**config.mk**
```make
export PLATFORM = sky130hd
export DESIGN_NAME = dpmm_top
export DESIGN_NICKNAME = d
export VERILOG_FILES = /design/src/hw/dpmm_pkg.sv /design/src/hw/dpmm_pointer.sv /design/src/hw/dpmm_top.sv
export SDC_FILE = /design/constraint.sdc
export NUM_CORES = 1
export LEC_CHECK = 0
export BUFFER_PORTS_ARGS = -buffer_cell sky130_fd_sc_hd__buf_2
export CORE_MARGIN = 1.5
export CORE_UTILIZATION = 50
export DETAILED_ROUTE_END_ITERATION = 6
export PLACE_DENSITY = 0.9
export SYNTH_ARGS = -nofsm -noshare
export SYNTH_HDL_FRONTEND = slang
export SYNTH_SLANG_ARGS = --single-unit
```
**constraint.sdc**
```tcl
create_clock -name clock -period 4.2 [get_ports clock]
set_input_delay 0.21 -clock clock [delete_from_list [all_inputs] [get_ports clock]]
set_output_delay 0.21 -clock clock [all_outputs]
set_load 0.1 [all_outputs]
```
**src/hw/dpmm_pkg.sv**
```systemverilog
// Constants for the dual pointer and data memory map block
package dpmm_pkg;

  // Register indexes; byte address is four times the index
  localparam logic [7:0]  AUX1_INDEX = 8'ha2;
  localparam logic [7:0]  AUX_INDEX  = 8'h8e;
  localparam logic [7:0]  PTR_INDEX  = 8'h82;
  localparam logic [11:0] AUX1_ADDR  = {2'h0, AUX1_INDEX, 2'h0};
  localparam logic [11:0] AUX_ADDR   = {2'h0, AUX_INDEX, 2'h0};
  localparam logic [11:0] PTR_ADDR   = {2'h0, PTR_INDEX, 2'h0};

  // auxiliary_control_one fields
  localparam int SEL_BIT  = 0;
  localparam int FLAG_BIT = 3;
  localparam int BOOT_BIT = 5;

  // auxiliary_control fields
  localparam int         AUX_EXT_BIT  = 1;
  localparam int         AUX_SIZE_LSB = 2;
  localparam int         SIZE_W       = 3;
  localparam logic [7:0] AUX_RESET    = 8'h08;
  localparam logic [7:0] AUX_WMASK    = 8'hbf;

  // Expanded RAM size codes and the first address above each size
  localparam logic [2:0]  SIZE_256    = 3'h0;
  localparam logic [2:0]  SIZE_512    = 3'h1;
  localparam logic [2:0]  SIZE_768    = 3'h2;
  localparam logic [2:0]  SIZE_1024   = 3'h3;
  localparam logic [15:0] LIMIT_256   = 16'h0100;
  localparam logic [15:0] LIMIT_512   = 16'h0200;
  localparam logic [15:0] LIMIT_768   = 16'h0300;
  localparam logic [15:0] LIMIT_1024  = 16'h0400;
  localparam logic [15:0] LIMIT_1792  = 16'h0700;

  // Code and internal data map
  localparam logic [15:0] BOOT_BASE = 16'hf800;
  localparam int          UPPER_BIT = 7;

  // AXI responses
  localparam logic [1:0] RESP_OKAY   = 2'h0;
  localparam logic [1:0] RESP_DECERR = 2'h3;

endpackage

```
**src/hw/dpmm_pointer.sv**
```systemverilog
// One 16-bit data pointer with load and increment
`timescale 1ns/1ns
module dpmm_pointer
(
  // Clock and reset
  input  wire logic        clock,
  input  wire logic        rstLocal_b,
  // Control
  input  wire logic        selected,
  input  wire logic        load,
  input  wire logic [15:0] loadValue,
  input  wire logic        increment,
  // State
  output logic      [15:0] value
);

  logic [15:0] next_value;

  assign next_value = !selected ? value :
                      load      ? loadValue :
                      increment ? value + 16'h0001 :
                                  value;

  always_ff @(posedge clock or negedge rstLocal_b)
  begin
    if (!rstLocal_b)
      value <= 16'h0000;
    else
      value <= next_value;
  end

endmodule

```
**src/hw/dpmm_top.sv**
```systemverilog
// Dual data pointer, boot map and internal/external data decode
`timescale 1ns/1ns
// Behaviour
// - Two 16-bit pointers, bit 0 selects
// - Bit 5 maps boot ROM at F800h-FFFFh
// - Bit 2 reads zero; increment toggles select
// - Lower RAM reached directly and indirectly
// - Indirect upper addresses reach upper RAM
// - Direct upper addresses reach function registers
// - Select clear: moves reach expanded RAM
// - Size field hides RAM, rest goes out
// - Select set: all moves go external
module dpmm_top
(
  // Clock and reset
  input  wire logic        clock,
  input  wire logic        rst_b,
  // AXI4-Lite write
  input  wire logic [11:0] awaddr,
  input  wire logic        awvalid,
  output logic             awready,
  input  wire logic [31:0] wdata,
  input  wire logic [3:0]  wstrb,
  input  wire logic        wvalid,
  output logic             wready,
  output logic [1:0]       bresp,
  output logic             bvalid,
  input  wire logic        bready,
  // AXI4-Lite read
  input  wire logic [11:0] araddr,
  input  wire logic        arvalid,
  output logic             arready,
  output logic [31:0]      rdata,
  output logic [1:0]       rresp,
  output logic             rvalid,
  input  wire logic        rready,
  // Core pointer operations
  input  wire logic        ptrLoad,
  input  wire logic [15:0] ptrLoadValue,
  input  wire logic        ptrInc,
  input  wire logic        auxOneInc,
  // Core external-data move
  input  wire logic        moveReq,
  input  wire logic        moveUsePointer,
  input  wire logic [7:0]  moveRegAddr,
  output logic      [15:0] moveAddr,
  output logic             moveToExpRam,
  output logic             moveToBus,
  // Core internal data access
  input  wire logic        dataReq,
  input  wire logic        dataIndirect,
  input  wire logic [7:0]  dataAddr,
  output logic             lowRamSel,
  output logic             upperRamSel,
  output logic             sfrSel,
  // Code fetch
  input  wire logic [15:0] codeAddr,
  output logic             bootRomSelect
);

  ////////////////////////////////////////////////////////////////////////////
  logic        rstSync1;
  logic        rstLocal_b;
  logic        awGot;
  logic        wGot;
  logic [11:0] awAddrHeld;
  logic [31:0] wDataHeld;
  logic [3:0]  wStrbHeld;
  logic        pointerSelect;
  logic        userFlag;
  logic        bootRomMapEnable;
  logic [7:0]  auxCtl;
  logic [15:0] firstPointer;
  logic [15:0] secondPointer;

  wire         awTake = awvalid & awready;
  wire         wTake  = wvalid & wready;
  wire         arTake = arvalid & arready;
  wire         doWrite = awGot & wGot & ~bvalid;
  wire         wHitAux1 = awAddrHeld == dpmm_pkg::AUX1_ADDR;
  wire         wHitAux  = awAddrHeld == dpmm_pkg::AUX_ADDR;
  wire         wHitPtr  = awAddrHeld == dpmm_pkg::PTR_ADDR;
  wire         wMapped  = wHitAux1 | wHitAux | wHitPtr;
  wire         rHitAux1 = araddr == dpmm_pkg::AUX1_ADDR;
  wire         rHitAux  = araddr == dpmm_pkg::AUX_ADDR;
  wire         rHitPtr  = araddr == dpmm_pkg::PTR_ADDR;
  wire         auxOneWrite = doWrite & wHitAux1 & wStrbHeld[0];
  wire         auxWrite    = doWrite & wHitAux & wStrbHeld[0];
  wire         busPtrLoad  = doWrite & wHitPtr & (|wStrbHeld[1:0]);

  ////////////////////////////////////////////////////////////////////////////
  // Reset release
  always_ff @(posedge clock or negedge rst_b)
  begin
    if (!rst_b)
    begin
      rstSync1   <= 1'b0;
      rstLocal_b <= 1'b0;
    end
    else
    begin
      rstSync1   <= 1'b1;
      rstLocal_b <= rstSync1;
    end
  end

  ////////////////////////////////////////////////////////////////////////////
  // Register views
  wire [15:0] activePointer = pointerSelect ? secondPointer : firstPointer;
  wire [7:0]  auxOneView = {2'b00, bootRomMapEnable, 1'b0,
                            userFlag, 1'b0, 1'b0, pointerSelect};
  wire [31:0] readWord = rHitAux1 ? {24'h000000, auxOneView} :
                         rHitAux  ? {24'h000000, auxCtl} :
                         rHitPtr  ? {16'h0000, activePointer} :
                                    32'h00000000;
  wire [15:0] busPtrValue =
    {wStrbHeld[1] ? wDataHeld[15:8] : activePointer[15:8],
     wStrbHeld[0] ? wDataHeld[7:0]  : activePointer[7:0]};

  ////////////////////////////////////////////////////////////////////////////
  // AXI write channel
  always_ff @(posedge clock or negedge rstLocal_b)
  begin
    if (!rstLocal_b)
    begin
      awGot      <= 1'b0;
      awready    <= 1'b0;
      awAddrHeld <= 12'h000;
    end
    else if (awTake)
    begin
      awGot      <= 1'b1;
      awready    <= 1'b0;
      awAddrHeld <= awaddr;
    end
    else
    begin
      awGot   <= awGot & ~doWrite;
      awready <= ~awGot & ~bvalid;
    end
  end

  always_ff @(posedge clock or negedge rstLocal_b)
  begin
    if (!rstLocal_b)
    begin
      wGot      <= 1'b0;
      wready    <= 1'b0;
      wDataHeld <= 32'h00000000;
      wStrbHeld <= 4'h0;
    end
    else if (wTake)
    begin
      wGot      <= 1'b1;
      wready    <= 1'b0;
      wDataHeld <= wdata;
      wStrbHeld <= wstrb;
    end
    else
    begin
      wGot   <= wGot & ~doWrite;
      wready <= ~wGot & ~bvalid;
    end
  end

  always_ff @(posedge clock or negedge rstLocal_b)
  begin
    if (!rstLocal_b)
    begin
      bvalid <= 1'b0;
      bresp  <= dpmm_pkg::RESP_OKAY;
    end
    else if (doWrite)
    begin
      bvalid <= 1'b1;
      bresp  <= wMapped ? dpmm_pkg::RESP_OKAY : dpmm_pkg::RESP_DECERR;
    end
    else if (bready)
      bvalid <= 1'b0;
  end

  ////////////////////////////////////////////////////////////////////////////
  // AXI read channel
  always_ff @(posedge clock or negedge rstLocal_b)
  begin
    if (!rstLocal_b)
    begin
      arready <= 1'b0;
      rvalid  <= 1'b0;
      rdata   <= 32'h00000000;
      rresp   <= dpmm_pkg::RESP_OKAY;
    end
    else if (arTake)
    begin
      arready <= 1'b0;
      rvalid  <= 1'b1;
      rdata   <= readWord;
      rresp   <= (rHitAux1 | rHitAux | rHitPtr) ? dpmm_pkg::RESP_OKAY
                                                : dpmm_pkg::RESP_DECERR;
    end
    else
    begin
      rvalid  <= rvalid & ~rready;
      arready <= ~rvalid & ~arready;
    end
  end

  ////////////////////////////////////////////////////////////////////////////
  // Control registers; a bus write wins over a core increment
  always_ff @(posedge clock or negedge rstLocal_b)
  begin
    if (!rstLocal_b)
    begin
      pointerSelect    <= 1'b0;
      userFlag         <= 1'b0;
      bootRomMapEnable <= 1'b0;
    end
    else if (auxOneWrite)
    begin
      pointerSelect    <= wDataHeld[dpmm_pkg::SEL_BIT];
      userFlag         <= wDataHeld[dpmm_pkg::FLAG_BIT];
      bootRomMapEnable <= wDataHeld[dpmm_pkg::BOOT_BIT];
    end
    else if (auxOneInc)
      pointerSelect <= ~pointerSelect;
  end

  always_ff @(posedge clock or negedge rstLocal_b)
  begin
    if (!rstLocal_b)
      auxCtl <= dpmm_pkg::AUX_RESET;
    else if (auxWrite)
      auxCtl <= wDataHeld[7:0] & dpmm_pkg::AUX_WMASK;
  end

  ////////////////////////////////////////////////////////////////////////////
  // Pointers; core load wins over a bus load
  wire        anyLoad   = ptrLoad | busPtrLoad;
  wire [15:0] loadValue = ptrLoad ? ptrLoadValue : busPtrValue;

  dpmm_pointer u_first
  (
    .clock      (clock),
    .rstLocal_b (rstLocal_b),
    .selected   (~pointerSelect),
    .load       (anyLoad),
    .loadValue  (loadValue),
    .increment  (ptrInc),
    .value      (firstPointer)
  );

  dpmm_pointer u_second
  (
    .clock      (clock),
    .rstLocal_b (rstLocal_b),
    .selected   (pointerSelect),
    .load       (anyLoad),
    .loadValue  (loadValue),
    .increment  (ptrInc),
    .value      (secondPointer)
  );

  ////////////////////////////////////////////////////////////////////////////
  // Memory decode
  wire [2:0]  sizeCode = auxCtl[dpmm_pkg::AUX_SIZE_LSB +: dpmm_pkg::SIZE_W];
  wire        extSelect = auxCtl[dpmm_pkg::AUX_EXT_BIT];
  wire [15:0] expRamLimit =
    (sizeCode == dpmm_pkg::SIZE_256)  ? dpmm_pkg::LIMIT_256 :
    (sizeCode == dpmm_pkg::SIZE_512)  ? dpmm_pkg::LIMIT_512 :
    (sizeCode == dpmm_pkg::SIZE_768)  ? dpmm_pkg::LIMIT_768 :
    (sizeCode == dpmm_pkg::SIZE_1024) ? dpmm_pkg::LIMIT_1024 :
                                        dpmm_pkg::LIMIT_1792;
  wire [15:0] next_moveAddr = moveUsePointer ? activePointer
                                             : {8'h00, moveRegAddr};
  wire        inExpRam = ~extSelect & (next_moveAddr < expRamLimit);
  wire        upperHalf = dataAddr[dpmm_pkg::UPPER_BIT];

  always_ff @(posedge clock or negedge rstLocal_b)
  begin
    if (!rstLocal_b)
    begin
      moveAddr      <= 16'h0000;
      moveToExpRam  <= 1'b0;
      moveToBus     <= 1'b0;
      lowRamSel     <= 1'b0;
      upperRamSel   <= 1'b0;
      sfrSel        <= 1'b0;
      bootRomSelect <= 1'b0;
    end
    else
    begin
      moveAddr      <= next_moveAddr;
      moveToExpRam  <= moveReq & inExpRam;
      moveToBus     <= moveReq & ~inExpRam;
      lowRamSel     <= dataReq & ~upperHalf;
      upperRamSel   <= dataReq & upperHalf & dataIndirect;
      sfrSel        <= dataReq & upperHalf & ~dataIndirect;
      bootRomSelect <= bootRomMapEnable &
                       (codeAddr >= dpmm_pkg::BOOT_BASE);
    end
  end
endmodule

```
==> metrics, run 1 <==
RSZ-0062 raised after global routing=no; met1 WL=6312 um; status=finished with violations; CTS Buf Count=17; Largest stage delay, worst path=1.06 ns; Int Pwr=3.307 mW; worst skew pair latency=0.42 ns; Worst VDD drop=0.2958 mV; fin nets=864; pwr/cell area=780.3 nW/um^2; boundary pin count=185; Vias=5501; Iter 0 DRT Violations=945; hold path start=dataReq; Worst Tran Pin Value=1.111 ns; reg-to-reg slack, setup=1.45 ns; Clock Tree Buf Depth=2; Avg Inst Size Synth=10.06 um^2; # rows=40; synth top area cells=dfrtp_1 48%, mux2_2 8.3%, o21ai_0 3.8%; Routed wire per std cell=18.03 um; vias in the first global route=5316; Post-Syn Area=6247 um^2; Root Buffer=clkbuf_16; Vias/cell=5.986; drt pass-1 iters=7; share of the synthesized area in the top cell type=48.07%; Setup-failing EPs final=0; die area=13170 um^2; DR WL met2=8107 um; area leader, netlist=dfrtp_1; Sink Count=121; worst endpoint required time=4.51 ns; Clk pwr share=26.8%; core box area=12110 um^2; Slew Viols, Final=0; final non-filler cell total=919; Max-slew headroom=25.94%; Worst-path clk slew=0.06 ns; largest net degree at the start of global routing=84; CP max-delay cell=dfrtp_1; DR top layer=met4; clk_skew=0.004867 ns; Port-buffer cells=132; Yosys cell types=63; LEAKAGE=3.545 nW; crit-path cells=mux2i_1 > mux2_2 > a32oi_1 > o21ai_0 > a2bb2oi_1; Crit path arrival time=3.06 ns; Initial Util=51.58%; Antenna Cells=0; total negative slack=0 ns; P_sw=2.602 mW; reg-to-reg startpoint=pointerSelect; critical path type=reg2reg; first-pass GRT wire length=26640 um; wirelength, routed=16570 um; final antenna-violating net count=0; Critical Path Fanout Max=22; Die W=114.8 um; failing checks=DRC; Filler cells=890; crit end category=flop; Synth-to-Final Area Change=21.21%; synthesis-stage register bit count=121; Critical path origin=pointerSelect; Post-synth EDFFs=0; total gr overflow=0; TritonCTS clock tree=yes; Reg power frac=34.6%; die height=114.8 um; layout cells sized above 1=29.96%; Syn. warnings=0; HP Class=in2reg; HPWL Detailed=10670 um; cells after synthesis=621; dpl cells=881; most frequent cells in the layout=132 x buf_2, 119 x dfrtp_1, 47 x o21ai_0, 46 x mux2_2, 45 x nand2_1; sequential-to-total area share from yosys stat=48.49%; minimum clock period=2.755 ns; Total GRT Usage=26.01%; Max Clk Rate=363.0 MHz; post-CTS sizing=0; H-tree levels=4; top_reg_cell synth=dfrtp_1; drt drc=1; Fin. Hold Viols=0; post-synthesis async set-or-reset flop share=100.0%; combinational share of power=38.6%; Max Cap Viol=0; DR WL met3=1461 um; startpoint types=flop; Final period util=65.59%; commonest non-fill, non-tap cell in the layout=buf_2; GP Congestion=0.9211; initial antenna violation count=0; Sw Share=44.04%
==> per-stage QoR <==
stage	hold WS, ns	cell area (um^2)	worst slack [ns]	power [mW]	utilization, %
after floorplan	-0.08559	6304	0.5812	3.782	-
after global placement	-0.002526	6869	1.567	4.170	56.71
after detailed placement	-0.001403	6869	1.564	4.236	56.71
after CTS	0.01154	7572	1.531	5.856	62.52
after global routing	0.008959	7572	1.293	6.163	62.52
final	0.01291	7572	1.445	5.909	62.52
==> worst paths after layout <==
path,endpoint,cells after the start
worst max-delay path,u_second.value[10],5
max in group asynchronous,auxCtl[3],1
worst min-delay path,sfrSel,3
worst max register to register,u_second.value[10],5
min in group asynchronous,rstSync1,2
worst min register to register,rstLocal_b,0
==> critical path: cells and delay by family, from the launching register on <==
kind	cells	cell delay, ns
AOI/OAI and AO/OA	3	0.81
muxes	2	0.75
DFF	1	1.06
==> cells by family (layout without fill, tap and decap cells) <==
kind of cell | after synthesis | count (layout) | share of synthesized area, %
compound gates | 172 | 172 | 18.81
xor+xnor | 2 | 2 | 0.2804
fa+ha+maj | 4 | 4 | 0.8012
buf+inv | 99 | 214 | 7.891
flops | 121 | 121 | 48.49
mux | 63 | 63 | 11.02
other cells | 2 | 17 | 0.1202
simple gates | 158 | 158 | 12.60
==> power groups by stage <==
stage                     combinational, mW  clock [mW]  sequential (mW)
after global routing                   2.42        1.64             2.10
after detailed placement               2.21           0             2.03
after CTS                              2.25        1.59             2.02
final                                  2.28        1.58             2.04
after global placement                 2.16           0             2.01
after floorplan                        1.31           0             2.48
==> synthesized netlist by cell type (4+ instances only) <==
cell type,number
nand4_1,15
a211oi_1,8
inv_1,39
nand3_1,20
a21oi_1,27
dfrtp_1,120
a31oi_1,7
ha_1,4
buf_2,8
o21a_1,4
a2bb2oi_1,15
mux2i_1,17
o21ai_0,47
buf_4,23
a32oi_1,10
clkbuf_1,19
and4_1,4
a22oi_1,5
nor2_1,42
buf_1,5
nand2_1,45
o31ai_1,13
and3_1,8
o41ai_1,4
and2_1,7
a22o_1,6
mux2_2,46
==> sequential cells by signal, indices dropped and copies added (netlist names), 2 cells and up <==
register and count:
wDataHeld 16, wStrbHeld 2, u_first.value 16, rdata 16
moveAddr 16, awAddrHeld 12, u_second.value 16, auxCtl 7
==> area by class of cell <==
| cell class | instances | area, um^2 | share of cell area [%] |
|---|---|---|---|
| Clock buffer | 17 | 425.4 | 5.618 |
| Clock inverter | 15 | 217.7 | 2.875 |
| Inverter | 39 | 146.4 | 1.933 |
| Multi-Input combinational cell | 416 | 2781 | 36.73 |
| Sequential cell | 121 | 3033 | 40.05 |
| Tap cell | 168 | 210.2 | 2.776 |
| Timing Repair Buffer | 143 | 758.2 | 10.01 |
==> what timing repair did <==
action,in CTS,in global routing
hold endpoints to repair,7,0
buffers inserted,0,0
hold buffers,6,0
setup endpoints to repair,0,0
==> layer usage <==
| metal | GRT usage [%] | up-vias |
|---|---|---|
| met5 | 0 | - |
| met4 | 13.66 | 0 |
| met3 | 6.484 | 60 |
| met2 | 42.16 | 342 |
| met1 | 32.45 | 2647 |
| li1 | - | 2452 |
No activity file was read; power rests on OpenSTA's default activity.
==> inputs of run 2 (changes only) <==
Settings changed: CORE_UTILIZATION 50 to 47, PLACE_DENSITY 0.9 to 0.89.
Clock period 4.2 ns to 2.5 ns, I/O delays scaled along.
==> metrics, run 2 (synthesis results as in run 1) <==
clk_skew=0.01264 ns (+0.007775 ns); Max Cap Viol=0 (unchanged); drt pass-1 iters=7 (unchanged); Critical Path Fanout Max=18 (-18%); die area=13990 um^2 (+6.2%); HPWL Detailed=11400 um (+6.9%); WHS=0.006665 ns (-0.006241 ns); wirelength, routed=19750 um (+19%); fin nets=917 (+6.1%); first-pass GRT wire length=31610 um (+19%); CP top delay family=simple AND/OR/NAND/NOR gates; DP Worst Slack=0.2676 ns (-1.297 ns); Root Buffer=clkbuf_16; LEAKAGE=3.754 nW (+5.9%); Iter 0 DRT Violations=990 (+4.8%); most frequent cells in the layout=132 x buf_2, 119 x dfrtp_1, 50 x dlygate4sd3_1, 47 x o21ai_0, 46 x mux2_2; core box area=12770 um^2 (+5.5%); reg-to-reg slack, setup=0.16 ns (-1.29 ns); worst skew pair latency=0.43 ns (about the same); boundary pin count=185 (unchanged); status=finished with violations; Max-slew headroom=36.75% (+11 points); HP Class=in2async; Largest stage delay, worst path=0.43 ns (-0.63 ns); TritonCTS clock tree=yes; pwr/cell area=1249 nW/um^2 (+60%); commonest non-fill, non-tap cell in the layout=buf_2; Final period util=93.60% (+28 points); Routed wire per std cell=20.21 um (+12%); Vias=6074 (+10%); critical path type=reg2reg; crit end category=flop; initial antenna violation count=1 (+1); final instance area=8064 um^2 (+6.5%); Worst Reg2Reg Path Length in Cells=5 (unchanged); startpoint types=flop; Clock Tree Buf Depth=2 (unchanged); Synth-to-Final Area Change=29.08%; minimum clock period=2.340 ns (-0.4150 ns); largest net degree at the start of global routing=52 (-38%); Post-DP Area=6979 um^2 (+1.6%); CTS Buf Count=17 (unchanged); dpl cells=894 (+1.5%); reg-to-reg startpoint=awAddrHeld[1]; Worst Tran Pin Value=0.9465 ns (-0.1644 ns); final non-filler cell total=977 (+6.3%); hold_buf cts=50 (+44); Total Power=10.07 mW (+70%); Slew Viols, Final=0 (unchanged); Vias/cell=6.217 (+3.9%); Max Clk Rate=427.4 MHz (+18%); post-CTS sizing=0 (unchanged); GP Congestion=0.9262 (+0.55%); layout cells sized above 1=29.10% (-0.86 points); Buf+Inv Stages, Crit Path=1 (+1); # rows=41 (+2.5%); vias in the first global route=6162 (+16%); setup bufs post-CTS=0 (unchanged); Setup-failing EPs final=0 (unchanged); failing checks=DRC; CP max-delay cell=and4_1; Reg2Reg Capture Point=auxCtl[0]; Worst VDD drop=0.6107 mV (+110%); final antenna-violating net count=0 (unchanged); Initial Util=48.91% (-2.7 points); Total GRT Usage=28.57% (+2.6 points); total gr overflow=0 (unchanged); Port-buffer cells=132 (unchanged); Worst-path clk slew=0.06 ns (about the same); RSZ-0062 raised after global routing=no; die height=118.3 um (+3.1%); total negative slack=0 ns (unchanged); H-tree levels=4 (unchanged); drt drc=2 (+1); crit-path cells=nor4b_1 > and4_1 > buf_4 > nand3_1 > mux2_2; Sink Count=121 (unchanged); Crit path arrival time=2.65 ns (-0.41 ns); worst endpoint required time=2.81 ns (-1.70 ns); Die W=118.3 um (+3.1%); fin util=63.13% (+0.61 points); Worst Setup Slack, final=0.1601 ns (-1.285 ns); Fin. Hold Viols=0 (unchanged)
==> run 2: how the worst max path moves through the flow <==
stage | start | end | slack [ns] | cells after the start
5_1_grt | awAddrHeld[6] | auxCtl[0] | 0.05 | 5
2_1_floorplan | bvalid | u_first.value[7] | 0.11 | 8
3_5_place_dp | awAddrHeld[1] | auxCtl[0] | 0.27 | 5
4_1_cts | awAddrHeld[1] | auxCtl[0] | 0.22 | 5
3_3_place_gp | awAddrHeld[1] | auxCtl[0] | 0.33 | 5
6_report | awAddrHeld[1] | auxCtl[0] | 0.16 | 5
==> run 2: worst register-to-register path: cells and delay by family (launching register included) <==
kind / cells / cell delay, ns
buffers and inverters: 1 / 0.32
DFF: 1 / 0.37
muxes: 1 / 0.40
and+or+nand+nor: 3 / 1.13
==> run 2: report_power, final <==
group	internal, mW	leakage, nW	switching [mW]
clock	1.45	0.279	0.984
sequential	2.64	1.47	0.717
combinational	1.35	2.01	2.93
total	5.44	3.75	4.63
==> run 2: area by class of cell <==
type | instances | area [um^2]
Fill cell | 852 | 4710
Inverter | 39 | 146.4
Sequential cell | 121 | 3033
Tap cell | 172 | 215.2
Clock buffer | 20 | 466.7
Antenna cell | 1 | 2.502
Clock inverter | 12 | 115.1
Timing Repair Buffer | 196 | 1304
Multi-Input combinational cell | 416 | 2781
==> run 2: routing by layer <==
metal | vias to the layer above | share of wire (%) | wire [um] | GRT usage (%)
met4 | 0 | 6.6 | 1296 | 18.29
met5 | - | 0 | 0 | 0
met1 | 2856 | 34 | 6761 | 31.82
li1 | 2570 | - | - | -
met2 | 513 | 49 | 9701 | 48.69
met3 | 135 | 10 | 1988 | 7.095
==> inputs of run 3 (changes only) <==
==> constraint.sdc (replaced) <==
create_clock -name clock -period 1.9 [get_ports clock]
set_input_delay 0.095 -clock clock [delete_from_list [all_inputs] [get_ports clock]]
set_output_delay 0.095 -clock clock [all_outputs]
set_load 0.05 [all_outputs]
==> metrics, run 3 (synthesis results as in run 1) <==
Filler cells=690 (-19%); Routed wire per std cell=24.85 um (+23%); DP Worst Slack=-0.2111 ns (-0.4787 ns); layout cells sized above 1=39.29% (+10 points); Final period util=111.1% (+18 points); status=finished with violations; drt pass-1 iters=7 (unchanged); Slew Viols, Final=0 (unchanged); LEAKAGE=4.141 nW (+10%); worst hold path stage count=3; Max-slew headroom=41.34% (+4.6 points); drt drc=1 (-1); Port-buffer cells=132 (unchanged); failing checks=DRC, setup timing; Die W=118.3 um (unchanged); total negative slack=-3.307 ns (-3.307 ns); Vias/cell=6.686 (+7.5%); Crit path arrival time=2.41 ns (-0.24 ns); largest net degree at the start of global routing=43 (-17%); Root Buffer=clkbuf_16; startpoint types=flop; GP Congestion=0.8954 (-3.3%); Post-DP Area=7323 um^2 (+4.9%); P_sw=6.070 mW (+31%); critical path type=reg2reg; total gr overflow=0 (unchanged); die height=118.3 um (unchanged); final instance area=8934 um^2 (+11%); Sink Count=121 (unchanged); Initial Util=48.91% (unchanged); Fin. Hold Viols=0 (unchanged); # rows=41 (unchanged); worst endpoint required time=2.20 ns (-0.61 ns); Max Cap Viol=0 (unchanged); Vias=6960 (+15%); first-pass GRT wire length=33060 um (+4.6%); Worst-path clk slew=0.07 ns (about the same); CTS Buf Count=17 (unchanged); minimum clock period=2.111 ns (-0.2284 ns); Clock Tree Buf Depth=2 (unchanged); fin nets=981 (+7.0%); Total GRT Usage=30.12% (+1.6 points); TritonCTS clock tree=yes; Max Clk Rate=473.6 MHz (+11%); most frequent cells in the layout=132 x buf_2, 116 x dfrtp_1, 57 x buf_4, 52 x dlygate4sd3_1, 46 x mux2_2; worst skew pair latency=0.43 ns (about the same); Critical Path Fanout Max=6 (-12); Worst Reg2Reg Path Length in Cells=7 (+2); Worst Tran Pin Value=0.8677 ns (-0.07878 ns); Worst VDD drop=0.8585 mV (+41%); RSZ-0062 raised after global routing=yes; combinational share of power=44.1% (+1.6 points); H-tree levels=4 (unchanged); Setup-failing EPs final=33 (+33); fin util=69.94% (+6.8 points); wirelength, routed=25860 um (+31%); vias in the first global route=6303 (+2.3%); commonest non-fill, non-tap cell in the layout=buf_2; HP Class=in2reg; clk_skew=0.01631 ns (+0.003666 ns); final antenna-violating net count=0 (unchanged); Sw Share=43.80% (-2.2 points); Int Pwr=7.790 mW (+43%); boundary pin count=185 (unchanged); Clk pwr share=22.6% (-1.6 points); Total Power=13.86 mW (+38%); Synth-to-Final Area Change=43.00%; initial antenna violation count=2 (+1); core box area=12770 um^2 (unchanged); Iter 0 DRT Violations=1463 (+48%); Reg power frac=33.3% (about the same); crit end category=flop; die area=13990 um^2 (unchanged); Worst Setup Slack, final=-0.2114 ns (-0.3716 ns); HPWL Detailed=11990 um (+5.1%); pwr/cell area=1551 nW/um^2 (+24%)
## run 3: cell count changes in the layout (fill, tap and decap cells not counted), sizes merged
cell	delta
buf	+58
dlygate4sd3	+2
a31o	+1
clkbuf	+1
clkinv	+1
clkinvlp	+1
## run 3: critical path: stages (launching register included)
cell	delay, ns
dfrtp_1	0.46
and3b_2	0.25
and4_4	0.23
buf_6	0.13
a21oi_4	0.27
clkbuf_16	0.22
a31oi_4	0.07
o32a_1	0.34
## run 3: cell type report
| type | instances | area (um^2) | share of cell area (%) |
|---|---|---|---|
| multi-input combinational | 417 | 3077 | 34.44 |
| clock inverter | 14 | 123.9 | 1.387 |
| sequential | 121 | 3037 | 33.99 |
| clock buffer | 18 | 429.2 | 4.804 |
| timing repair buffer | 259 | 1903 | 21.30 |
| inverter | 39 | 146.4 | 1.639 |
| antenna | 1 | 2.502 | 0.02801 |
| tap | 172 | 215.2 | 2.409 |
## run 3: routing by layer
metal | vias up | global-route usage [%] | share of wire (%)
met3 | 273 | 7.529 | 11
met2 | 728 | 52.51 | 46
li1 | 2690 | - | -
met1 | 3267 | 34.16 | 33
met5 | - | 0 | 0.050
met4 | 2 | 15.24 | 9.2
## run 3: timing repair
action	in CTS	in global routing
hold buffers	52	0
pin swaps	2	12
setup buffers	0	13
resized for setup	8	66
setup endpoints to repair	40	40
gates cloned	0	5
endpoints found under the hold margin	49	0
## run 3: stage by stage
stage,hold slack [ns],instances
6_report,0.02381,1041
4_1_cts,0.01611,1022
3_3_place_gp,-0.1205,938
2_1_floorplan,-0.2006,636
3_5_place_dp,-0.1198,938
5_1_grt,0.04736,1041
## run 3: path summary, 6_finish.rpt
path                                 from          endpoint  slack (ns)
min in group asynchronous      rstLocal_b      wDataHeld[6]        0.34
hold reg to reg                rstLocal_b      wDataHeld[6]        0.34
max in group asynchronous      rstLocal_b     awAddrHeld[7]        0.91
hold / removal             moveRegAddr[4]       moveAddr[4]        0.02
setup / recovery                    awGot  u_first.value[6]       -0.21
setup reg to reg                    awGot  u_first.value[6]       -0.21
## run 3: power by group through the flow
| stage | Sequential [mW] | Clock (mW) | Combinational (mW) |
|---|---|---|---|
| after floorplan | 4.75 | 0 | 2.77 |
| after global placement | 4.26 | 0 | 4.77 |
| after detailed placement | 4.31 | 0 | 4.91 |
| after CTS | 4.30 | 3.04 | 5.11 |
| after global routing | 4.64 | 3.23 | 6.32 |
| final | 4.61 | 3.13 | 6.11 |
